**src/design/slc_defines.svh**
```systemverilog
// register map, reset values and field positions of the lamp controller
// assumes it is included by bare name before the package
`ifndef SLC_DEFINES_SVH
`define SLC_DEFINES_SVH

`define SLC_ADR_CTRL      8'h00
`define SLC_ADR_STATUS    8'h04
`define SLC_ADR_IRQ_STAT  8'h08
`define SLC_ADR_IRQ_MASK  8'h0C
`define SLC_ADR_ERRLIST   8'h10

`define SLC_PRESC_RST     16'h03E8
`define SLC_PRESC_W       16
`define SLC_TICK_W        8
`define SLC_STR_W         8
`define SLC_IRQ_W         4

`define SLC_IRQ_NEWERR    0
`define SLC_IRQ_BLOCK     1
`define SLC_IRQ_DRVFLT    2
`define SLC_IRQ_RELAY     3

`define SLC_ERRLIST_VIEW  0

`define SLC_ST_POWER      0
`define SLC_ST_DRIVE      1
`define SLC_ST_FAULT      2
`define SLC_ST_BLOCKED    3
`define SLC_ST_PENDING    4
`define SLC_ST_TX         5
`define SLC_ST_RX         6
`define SLC_ST_ETHSPD     7
`define SLC_ST_ETHLNK     8
`define SLC_ST_BACKUP     9
`define SLC_ST_ECALL      10
`define SLC_ST_RELAY      11
`define SLC_ST_ENC        12
`define SLC_ST_SURED      13
`define SLC_ST_SUGRN      14
`define SLC_ST_WL         15

`endif

```
**src/design/slc_pkg.sv**
```systemverilog
// types shared by the lamp controller
// assumes slc_defines.svh is on the include path
`include "slc_defines.svh"

package slc_pkg;

    typedef enum logic [5:0] {
        SLC_WL_OFF     = 6'h01,
        SLC_WL_DATA    = 6'h02,
        SLC_WL_EXTDATA = 6'h04,
        SLC_WL_CMD     = 6'h08,
        SLC_WL_CONNING = 6'h10,
        SLC_WL_CONNED  = 6'h20
    } slc_wl_mode_e;

    typedef enum logic [4:0] {
        SLC_SU_START   = 5'h01,
        SLC_SU_NORMAL  = 5'h02,
        SLC_SU_TEACH   = 5'h04,
        SLC_SU_INSTALL = 5'h08,
        SLC_SU_ERROR   = 5'h10
    } slc_su_mode_e;

    // red, green, blue
    typedef logic [2:0] slc_rgb_t;

    typedef struct packed {
        logic                      ack;
        logic [31:0]               rdat;
        logic [`SLC_PRESC_W-1:0]   presc;
        logic [`SLC_PRESC_W-1:0]   pcnt;
        logic [`SLC_TICK_W-1:0]    tcnt;
        logic [`SLC_IRQ_W-1:0]     irq_stat;
        logic [`SLC_IRQ_W-1:0]     irq_mask;
        logic                      irq;
        logic                      blocked;
        logic                      pending;
        logic                      drv_ok_q;
        logic                      relay_q;
        logic [`SLC_STR_W-1:0]     str_tx;
        logic [`SLC_STR_W-1:0]     str_rx;
        logic [`SLC_STR_W-1:0]     str_eth;
        logic [`SLC_STR_W-1:0]     str_enc;
        logic                      l_power;
        logic                      l_drive;
        logic                      l_fault;
        logic                      l_tx;
        logic                      l_rx;
        logic                      l_eth_spd;
        logic                      l_eth_lnk;
        slc_rgb_t                  l_wl;
        logic                      l_backup;
        logic                      l_ecall;
        logic                      l_relay;
        logic                      l_enc;
        logic                      l_su_red;
        logic                      l_su_grn;
    } slc_state_s;

endpackage

```
**src/design/slc_lamp_ctrl.sv**
```systemverilog
// front-panel lamp driver of the lift controller and its safety unit
// assumes status inputs come from logic on CLK_I; registers over classic wishbone
// How it works
// [RULE1] power lamp green when supply present and hardware healthy, else dark.
// [RULE2] drive lamp steady green while the drive processor is healthy, dark on fault.
// [RULE3] drive lamp flashes while landing control is off.
// [RULE4] fault lamp steady red while an active error inhibits travel, held until cleared.
// [RULE5] fault lamp flashes when new error-list entries are pending and nothing blocks travel.
// [RULE6] opening the error list clears the flashing indication.
// [RULE7] fault lamp dark with no active error and nothing pending.
// [RULE8] two fieldbus lamps flash, one per sent packet and one per received packet.
// [RULE9] speed lamp dark at 10 Mbit/s and lit at 100 Mbit/s.
// [RULE10] link lamp steady with a link and flashing while frames move.
// [RULE11] wireless lamp green in data modes, orange in command, violet connecting, blue connected.
// [RULE12] backup supply lamp lit while the emergency 24 V feed is present.
// [RULE13] emergency-call lamp red while the call loop is interrupted.
// [RULE14] summary-fault lamp red exactly while the summary fault relay is energised; here the lamp follows the relay one cycle late.
// [RULE15] encoder lamp flashes on sensor communication activity.
// [RULE16] safety status lamp: slow green flash normal, slow red/green teach or install, green start, red error.
// [RULE17] flash rates come from a programmable prescaler; activity lamps are stretched.
//
// Design decisions made here: the register addresses and register access over Wishbone.
`timescale 1ns/1ps
`default_nettype none
`include "slc_defines.svh"

module slc_lamp_ctrl
    import slc_pkg::*;
#(
    parameter int STRETCH_TICKS = 4,
    parameter int FAST_BIT      = 2,
    parameter int SLOW_BIT      = 4
)
(
    input  wire logic                CLK_I,
    input  wire logic                NRST_I,
    input  wire logic                CE_I,
    input  wire logic                CYC_I,
    input  wire logic                STB_I,
    input  wire logic                WE_I,
    input  wire logic [7:0]          ADR_I,
    input  wire logic [3:0]          SEL_I,
    input  wire logic [31:0]         DAT_I,
    output logic [31:0]              DAT_O,
    output logic                     ACK_O,
    output logic                     IRQ_O,
    input  wire logic                SUPPLY_OK_I,
    input  wire logic                HW_OK_I,
    input  wire logic                DRV_OK_I,
    input  wire logic                LANDING_OFF_I,
    input  wire logic                ERR_ACTIVE_I,
    input  wire logic                ERR_CLEAR_I,
    input  wire logic                ERR_NEW_I,
    input  wire logic                ERR_VIEW_I,
    input  wire logic                BUS_TX_I,
    input  wire logic                BUS_RX_I,
    input  wire logic                ETH_LINK_I,
    input  wire logic                ETH_100_I,
    input  wire logic                ETH_ACT_I,
    input  wire slc_wl_mode_e        WL_MODE_I,
    input  wire logic                BACKUP_SUPPLY_I,
    input  wire logic                ECALL_OPEN_I,
    input  wire logic                SUMMARY_FAULT_RELAY_I,
    input  wire logic                ENC_ACT_I,
    input  wire slc_su_mode_e        SU_MODE_I,
    output logic                     TRAVEL_BLOCK_O,
    output logic                     POWER_LAMP_O,
    output logic                     DRIVE_LAMP_O,
    output logic                     FAULT_LAMP_O,
    output logic                     BUS_TX_LAMP_O,
    output logic                     BUS_RX_LAMP_O,
    output logic                     ETH_SPEED_LAMP_O,
    output logic                     ETH_LINK_LAMP_O,
    output logic [2:0]               WL_LAMP_O,
    output logic                     BACKUP_SUPPLY_LAMP_O,
    output logic                     ECALL_LAMP_O,
    output logic                     SUMMARY_FAULT_LAMP_O,
    output logic                     ENC_LAMP_O,
    output logic                     SU_RED_LAMP_O,
    output logic                     SU_GRN_LAMP_O
);

    localparam logic [`SLC_STR_W-1:0] STR_LOAD = `SLC_STR_W'(2 * STRETCH_TICKS);
    localparam logic [`SLC_STR_W-1:0] STR_HALF = `SLC_STR_W'(STRETCH_TICKS);
    localparam slc_rgb_t RGB_GREEN  = 3'h2;
    localparam slc_rgb_t RGB_ORANGE = 3'h6;
    localparam slc_rgb_t RGB_VIOLET = 3'h5;
    localparam slc_rgb_t RGB_BLUE   = 3'h1;
    localparam slc_rgb_t RGB_DARK   = 3'h0;

    // elaboration stops on settings the counters cannot hold
    if (STRETCH_TICKS < 1 || 2 * STRETCH_TICKS >= (1 << `SLC_STR_W))
    begin : g_bad_stretch
        $error("STRETCH_TICKS out of range");
    end
    if (FAST_BIT < 0 || SLOW_BIT >= `SLC_TICK_W || FAST_BIT >= SLOW_BIT)
    begin : g_bad_flash
        $error("flash bit selection out of range");
    end

    // reset release through two flops
    logic       rst_q1;
    logic       rst_n;

    always_ff @(posedge CLK_I or negedge NRST_I)
    begin
        if (!NRST_I)
        begin
            rst_q1 <= 1'b0;
            rst_n  <= 1'b0;
        end
        else
        begin
            rst_q1 <= 1'b1;
            rst_n  <= rst_q1;
        end
    end

    slc_state_s s_reg;
    slc_state_s s_next;

    // retriggers only when idle, so every flash shows a full on and off
    function automatic logic [`SLC_STR_W-1:0] stretch_next(
        input logic [`SLC_STR_W-1:0] cnt,
        input logic                  ev,
        input logic                  tick
    );
        logic [`SLC_STR_W-1:0] r;
        r = cnt;
        if (cnt == '0)
        begin
            if (ev)
                r = STR_LOAD;
        end
        else if (tick)
            r = cnt - `SLC_STR_W'(1);
        return r;
    endfunction

    function automatic logic stretch_on(input logic [`SLC_STR_W-1:0] cnt);
        return cnt > STR_HALF;
    endfunction

    logic                   bus_req;
    logic                   wr;
    logic                   tick;
    logic                   fast_ph;
    logic                   slow_ph;
    logic [`SLC_IRQ_W-1:0]  ev;
    logic [31:0]            st_word;
    logic [31:0]            wmask;

    always_comb
    begin
        s_next  = s_reg;
        bus_req = CYC_I && STB_I && !s_reg.ack;
        // write lands on the edge that sees ack, as the master expects
        wr      = CYC_I && STB_I && WE_I && s_reg.ack;
        wmask   = {{8{SEL_I[3]}}, {8{SEL_I[2]}}, {8{SEL_I[1]}}, {8{SEL_I[0]}}};

        // [RULE17] prescaler tick
        tick = (s_reg.pcnt >= s_reg.presc);
        if (tick)
        begin
            s_next.pcnt = '0;
            s_next.tcnt = s_reg.tcnt + `SLC_TICK_W'(1);
        end
        else
            s_next.pcnt = s_reg.pcnt + `SLC_PRESC_W'(1);
        fast_ph = s_reg.tcnt[FAST_BIT];
        slow_ph = s_reg.tcnt[SLOW_BIT];

        // [RULE4] travel block held until cleared
        if (ERR_ACTIVE_I)
            s_next.blocked = 1'b1;
        else if (ERR_CLEAR_I)
            s_next.blocked = 1'b0;

        // [RULE6] viewing clears pending; a new entry wins
        if (ERR_VIEW_I || (wr && ADR_I == `SLC_ADR_ERRLIST
                           && SEL_I[0] && DAT_I[`SLC_ERRLIST_VIEW]))
            s_next.pending = 1'b0;
        if (ERR_NEW_I)
            s_next.pending = 1'b1;

        // [RULE8] fieldbus activity stretch
        s_next.str_tx  = stretch_next(s_reg.str_tx, BUS_TX_I, tick);
        s_next.str_rx  = stretch_next(s_reg.str_rx, BUS_RX_I, tick);
        // [RULE10] frame activity stretch
        s_next.str_eth = stretch_next(s_reg.str_eth, ETH_ACT_I, tick);
        // [RULE15] encoder activity stretch
        s_next.str_enc = stretch_next(s_reg.str_enc, ENC_ACT_I, tick);

        s_next.drv_ok_q = DRV_OK_I;
        s_next.relay_q  = SUMMARY_FAULT_RELAY_I;
        ev = '0;
        ev[`SLC_IRQ_NEWERR] = ERR_NEW_I;
        ev[`SLC_IRQ_BLOCK]  = s_next.blocked && !s_reg.blocked;
        ev[`SLC_IRQ_DRVFLT] = s_reg.drv_ok_q && !DRV_OK_I;
        ev[`SLC_IRQ_RELAY]  = SUMMARY_FAULT_RELAY_I && !s_reg.relay_q;

        // lamps
        // [RULE1] power lamp
        s_next.l_power = SUPPLY_OK_I && HW_OK_I;
        // [RULE2] drive lamp
        // [RULE3] flash when landing control off
        s_next.l_drive = DRV_OK_I && (!LANDING_OFF_I || fast_ph);
        // [RULE4] steady red when blocked
        // [RULE5] flash on pending entries
        // [RULE7] dark otherwise
        if (s_next.blocked)
            s_next.l_fault = 1'b1;
        else if (s_next.pending)
            s_next.l_fault = fast_ph;
        else
            s_next.l_fault = 1'b0;
        // [RULE8] packet lamps
        s_next.l_tx = stretch_on(s_reg.str_tx);
        s_next.l_rx = stretch_on(s_reg.str_rx);
        // [RULE9] speed lamp
        s_next.l_eth_spd = ETH_100_I;
        // [RULE10] link lamp, blinks while traffic
        s_next.l_eth_lnk = ETH_LINK_I && !(s_reg.str_eth != '0 && !stretch_on(s_reg.str_eth));
        // [RULE11] wireless colour
        case (WL_MODE_I)
            SLC_WL_DATA:    s_next.l_wl = RGB_GREEN;
            SLC_WL_EXTDATA: s_next.l_wl = RGB_GREEN;
            SLC_WL_CMD:     s_next.l_wl = RGB_ORANGE;
            SLC_WL_CONNING: s_next.l_wl = RGB_VIOLET;
            SLC_WL_CONNED:  s_next.l_wl = RGB_BLUE;
            default:        s_next.l_wl = RGB_DARK;
        endcase
        // [RULE12] backup supply lamp
        s_next.l_backup = BACKUP_SUPPLY_I;
        // [RULE13] call loop lamp
        s_next.l_ecall = ECALL_OPEN_I;
        // [RULE14] one cycle behind the relay, no filtering
        s_next.l_relay = SUMMARY_FAULT_RELAY_I;
        // [RULE15] encoder lamp
        s_next.l_enc = stretch_on(s_reg.str_enc);
        // [RULE16] safety unit status
        case (SU_MODE_I)
            SLC_SU_START:
            begin
                s_next.l_su_red = 1'b0;
                s_next.l_su_grn = 1'b1;
            end
            SLC_SU_NORMAL:
            begin
                s_next.l_su_red = 1'b0;
                s_next.l_su_grn = slow_ph;
            end
            SLC_SU_TEACH, SLC_SU_INSTALL:
            begin
                s_next.l_su_red = !slow_ph;
                s_next.l_su_grn = slow_ph;
            end
            default:
            begin
                s_next.l_su_red = 1'b1;
                s_next.l_su_grn = 1'b0;
            end
        endcase

        st_word = '0;
        st_word[`SLC_ST_POWER]   = s_reg.l_power;
        st_word[`SLC_ST_DRIVE]   = s_reg.l_drive;
        st_word[`SLC_ST_FAULT]   = s_reg.l_fault;
        st_word[`SLC_ST_BLOCKED] = s_reg.blocked;
        st_word[`SLC_ST_PENDING] = s_reg.pending;
        st_word[`SLC_ST_TX]      = s_reg.l_tx;
        st_word[`SLC_ST_RX]      = s_reg.l_rx;
        st_word[`SLC_ST_ETHSPD]  = s_reg.l_eth_spd;
        st_word[`SLC_ST_ETHLNK]  = s_reg.l_eth_lnk;
        st_word[`SLC_ST_BACKUP]  = s_reg.l_backup;
        st_word[`SLC_ST_ECALL]   = s_reg.l_ecall;
        st_word[`SLC_ST_RELAY]   = s_reg.l_relay;
        st_word[`SLC_ST_ENC]     = s_reg.l_enc;
        st_word[`SLC_ST_SURED]   = s_reg.l_su_red;
        st_word[`SLC_ST_SUGRN]   = s_reg.l_su_grn;
        st_word[`SLC_ST_WL +: 3] = s_reg.l_wl;

        // wishbone: answer one cycle after the strobe, unmapped reads zero
        s_next.ack  = bus_req;
        s_next.rdat = '0;
        if (bus_req && !WE_I)
        begin
            if (ADR_I == `SLC_ADR_CTRL)
                s_next.rdat = {16'h0000, s_reg.presc};
            else if (ADR_I == `SLC_ADR_STATUS)
                s_next.rdat = st_word;
            else if (ADR_I == `SLC_ADR_IRQ_STAT)
                s_next.rdat = {28'h0000000, s_reg.irq_stat};
            else if (ADR_I == `SLC_ADR_IRQ_MASK)
                s_next.rdat = {28'h0000000, s_reg.irq_mask};
            else
                s_next.rdat = '0;
        end

        // sticky events; write one clears, a fresh event wins
        s_next.irq_stat = s_reg.irq_stat;
        if (wr)
        begin
            if (ADR_I == `SLC_ADR_CTRL)
                s_next.presc = (s_reg.presc & ~wmask[15:0]) | (DAT_I[15:0] & wmask[15:0]);
            else if (ADR_I == `SLC_ADR_IRQ_STAT && SEL_I[0])
                s_next.irq_stat = s_reg.irq_stat & ~DAT_I[`SLC_IRQ_W-1:0];
            else if (ADR_I == `SLC_ADR_IRQ_MASK && SEL_I[0])
                s_next.irq_mask = DAT_I[`SLC_IRQ_W-1:0];
        end
        s_next.irq_stat = s_next.irq_stat | ev;
        s_next.irq      = |(s_next.irq_stat & s_next.irq_mask);
    end

    always_ff @(posedge CLK_I or negedge rst_n)
    begin
        if (!rst_n)
        begin
            s_reg       <= '0;
            s_reg.presc <= `SLC_PRESC_RST;
        end
        else if (CE_I)
            s_reg <= s_next;
    end

    assign DAT_O                = s_reg.rdat;
    assign ACK_O                = s_reg.ack;
    assign IRQ_O                = s_reg.irq;
    assign TRAVEL_BLOCK_O       = s_reg.blocked;
    assign POWER_LAMP_O         = s_reg.l_power;
    assign DRIVE_LAMP_O         = s_reg.l_drive;
    assign FAULT_LAMP_O         = s_reg.l_fault;
    assign BUS_TX_LAMP_O        = s_reg.l_tx;
    assign BUS_RX_LAMP_O        = s_reg.l_rx;
    assign ETH_SPEED_LAMP_O     = s_reg.l_eth_spd;
    assign ETH_LINK_LAMP_O      = s_reg.l_eth_lnk;
    assign WL_LAMP_O            = s_reg.l_wl;
    assign BACKUP_SUPPLY_LAMP_O = s_reg.l_backup;
    assign ECALL_LAMP_O         = s_reg.l_ecall;
    assign SUMMARY_FAULT_LAMP_O = s_reg.l_relay;
    assign ENC_LAMP_O           = s_reg.l_enc;
    assign SU_RED_LAMP_O        = s_reg.l_su_red;
    assign SU_GRN_LAMP_O        = s_reg.l_su_grn;

endmodule
`default_nettype wire

```
**config.mk**
```make
export PLATFORM = sky130hd
export DESIGN_NAME = slc_lamp_ctrl
export DESIGN_NICKNAME = d
export VERILOG_FILES = /design/src/design/slc_pkg.sv /design/src/design/slc_lamp_ctrl.sv
export VERILOG_INCLUDE_DIRS = /design/src /design/src/design
export SDC_FILE = /design/constraint.sdc
export NUM_CORES = 1
export LEC_CHECK = 0
export BUFFER_PORTS_ARGS = -buffer_cell sky130_fd_sc_hd__buf_2
export CORE_ASPECT_RATIO = 0.7
export CORE_MARGIN = 4
export CORE_UTILIZATION = 45
export CTS_BUF_LIST = sky130_fd_sc_hd__clkbuf_4
export CTS_CLUSTER_DIAMETER = 150
export DETAILED_ROUTE_END_ITERATION = 10
export GPL_ROUTABILITY_DRIVEN = 0
export PLACE_DENSITY = 0.67
export SYNTH_ARGS = -nofsm -noshare
export SYNTH_HDL_FRONTEND = slang
export SYNTH_SLANG_ARGS = --single-unit
```
**constraint.sdc**
```tcl
create_clock -name CLK_I -period 4.87 [get_ports CLK_I]
set_clock_uncertainty 0.05 [all_clocks]
set_input_delay 0.2435 -clock CLK_I [delete_from_list [all_inputs] [get_ports CLK_I]]
set_output_delay 0.2435 -clock CLK_I [all_outputs]
set_load 0.01 [all_outputs]
```
==> impl_metrics.ini <==
[outcome]
status = completed

[yosys]
ys_seq_area_frac = 0.449
syn_area_mm2 = 0.00660
async_flop_share = 1.00
yosysWarnings = 0
ys_top_cells_by_area = dfrtp_1, ha_1, mux2_2
postSynthAreaPerCell_um2 = 9.81
ys_types = 61
synthCells = 672
synth-simple-area-share = 0.170
synth_top_area_frac = 0.425
synth_compound_area_frac = 0.147
synth_edf_count = 0
ys_seq_elements = 118
synth_ff_type = dfrtp_1
synth.area.mux_share = 0.0711
synth_top_cell_by_area = dfrtp_1
synthAdderAreaFrac = 0.0493
synthXorXnorAreaFrac = 0.0252
synth_top_family_by_area = simple AND/OR/NAND/NOR gates

[placed_design]
port_buffers = 96
placed_area_mm2 = 0.00703
place_hpwl_um = 11300
dp_slack_ns = 1.68

[sta]
report.final.slew_viol_count = 0
fmax_ghz = 0.313
hold_viol_final = 0
maxSlewHeadroom = 0.354
rsz0062_at_grt = false
timing.final.ws_setup_ns = 1.68
tightest_slew_ns = 0.969
min_period_ns = 3.19
finalSetupTns_ns = 0
finalSetupViolCount = 0
finalCritPeriodShare = 0.656

[finish]
final_cell_mix = dfrtp_1, buf_2, inv_1, nor2_1, nand2_1
postLayoutCellArea_mm2 = 0.00769
diodes = 0
fin_nets = 890
area_growth_pct = 16.5
drive_gt1_frac = 0.218
final_common_cell = dfrtp_1
postLayoutCoreUtil = 0.543

[power]
leakagePower_nw = 3.49
p_switching_mw = 0.917
switching_share = 0.347
p_per_area_mw_per_mm2 = 344
pwr-share-seq = 0.513
internal-power_mw = 1.72
clockPowerShare = 0.257
vdd_drop_max_uv = 178
p_total_mw = 2.64
power_frac_comb = 0.230

[route]
drc = 0
first_pass_iters = 5
avgRoutedWirePerCell_um = 16.2
via_count = 5464
finalWirelength_um = 16000
vias_per_cell = 5.52
ant_nets = 0
drtIter0Drc = 311

[floorplanning]
dieWidth_um = 153
die-area_mm2 = 0.0167
rows = 36
ios = 129
placeableCoreArea_mm2 = 0.0141
initial_core_util = 0.466
die_y_um = 109

[cts]
root_buffer = clkbuf_4
clk_latency_ns = 0.51
clockBufferDepth = 2
clk_pin_slew_ns = 0.11
ctsHtreeMaxLevel = 4
cts_resized = 0
cts_sinks = 118
cts_tree = done
cts_made_buffers = 17

[min_path]
worstHoldStart = WL_MODE_I[4]
hp-class = in2reg

[worst_setup_path]
crit_fanout = 46
crit_type = reg2reg
cp.required_ns = 5.22
start_kind = flip-flop
rrSetupSlack_ns = 1.68
arrival_ns = 3.54
end_kind = flip-flop

[global_routing]
grt_pass1_wl_um = 26700
grt_pass1_vias = 5376
grt_max_degree = 76
antenna_found_initial = 0
grt_overflow = 0
track_usage = 0.197

[job]
maxCapViolCount = 0
[synthesized netlist by cell type (5+ instances only)]
cell and instances:
a211oi_1 5, a21oi_1 15, a22o_1 5, a22oi_1 12, a31oi_1 12, and3_1 11
buf_4 37, clkbuf_1 11, dfrtp_1 112, dfstp_2 6, ha_1 26, inv_1 53
mux2_2 28, mux2i_1 9, nand2_1 45, nand2b_1 6, nand3_1 30, nand4_1 8
nor2_1 53, nor3_1 15, nor4_1 13, o211ai_1 6, o21ai_0 40, o22ai_1 7
o2bb2ai_1 8, o31ai_1 6, or4_1 13, xor2_1 16
[timing repair]
action	in CTS	in global routing
endpoints found under the setup margin	0	0
hold endpoints to repair	40	0
hold buffers	39	0
buffers inserted	0	0
[final timing paths]
| kind | end | cells past startpoint |
|---|---|---|
| max | s_reg[62] | 9 |
| min | WL_LAMP_O[2] | 4 |
| max reg2reg | s_reg[62] | 9 |
| min reg2reg | rst_n | 0 |
| max in group asynchronous | asynchronous set/reset pin | 1 |
| min in group asynchronous | s_reg[65] | 0 |
[power groups by stage]
stage / combinational (mW) / sequential, mW / clock [mW]
6_report: 0.607 / 1.35 / 0.679
5_1_grt: 0.693 / 1.39 / 0.749
4_1_cts: 0.607 / 1.35 / 0.700
3_5_place_dp: 0.584 / 1.37 / 0
3_3_place_gp: 0.551 / 1.36 / 0
2_1_floorplan: 0.441 / 1.32 / 0
[cells by family after synthesis]
kind of cell	Yosys count
AOI/OAI and AO/OA	141
xor gates and xnor gates	19
adders and majority gates	26
buffers and inverters	110
DFF	118
muxes	42
other	2
and+or+nand+nor	214
[per-stage QoR]
step,hold WS (ns),cells
after floorplan,-0.102,685
after global placement,-0.0208,918
after detailed placement,-0.0191,918
after CTS,0.00835,989
after global routing,0.0538,989
final,0.0684,989
[area by class of cell]
cell class	count	area (um^2)
fill	1254	6460
sequential	118	2960
timing repair buffer	139	901
clock buffer	17	128
tap	190	238
multi-input combinational	457	3120
clock inverter	15	139
inverter	53	199
[worst max-delay path: stages (launching register included)]
cell and delay [ns]:
dfstp_2 0.56, inv_1 0.07, ha_1 0.29, a21o_1 0.12, a21oi_1 0.11, a2111oi_4 0.39
a211oi_4 0.10, buf_4 0.29, nor2_1 0.76, mux2_4 0.35
[layer usage]
layer  vias up  wire [um]  share of wire  track usage
met3        21       1060          0.066       0.0401
met2       182       7140           0.45        0.302
met4         0        220          0.014       0.0642
met5         -          0              0            0
met1      2662       7580           0.47        0.284
li1       2599          -              -            -
Power figures use the tool's default switching activity.
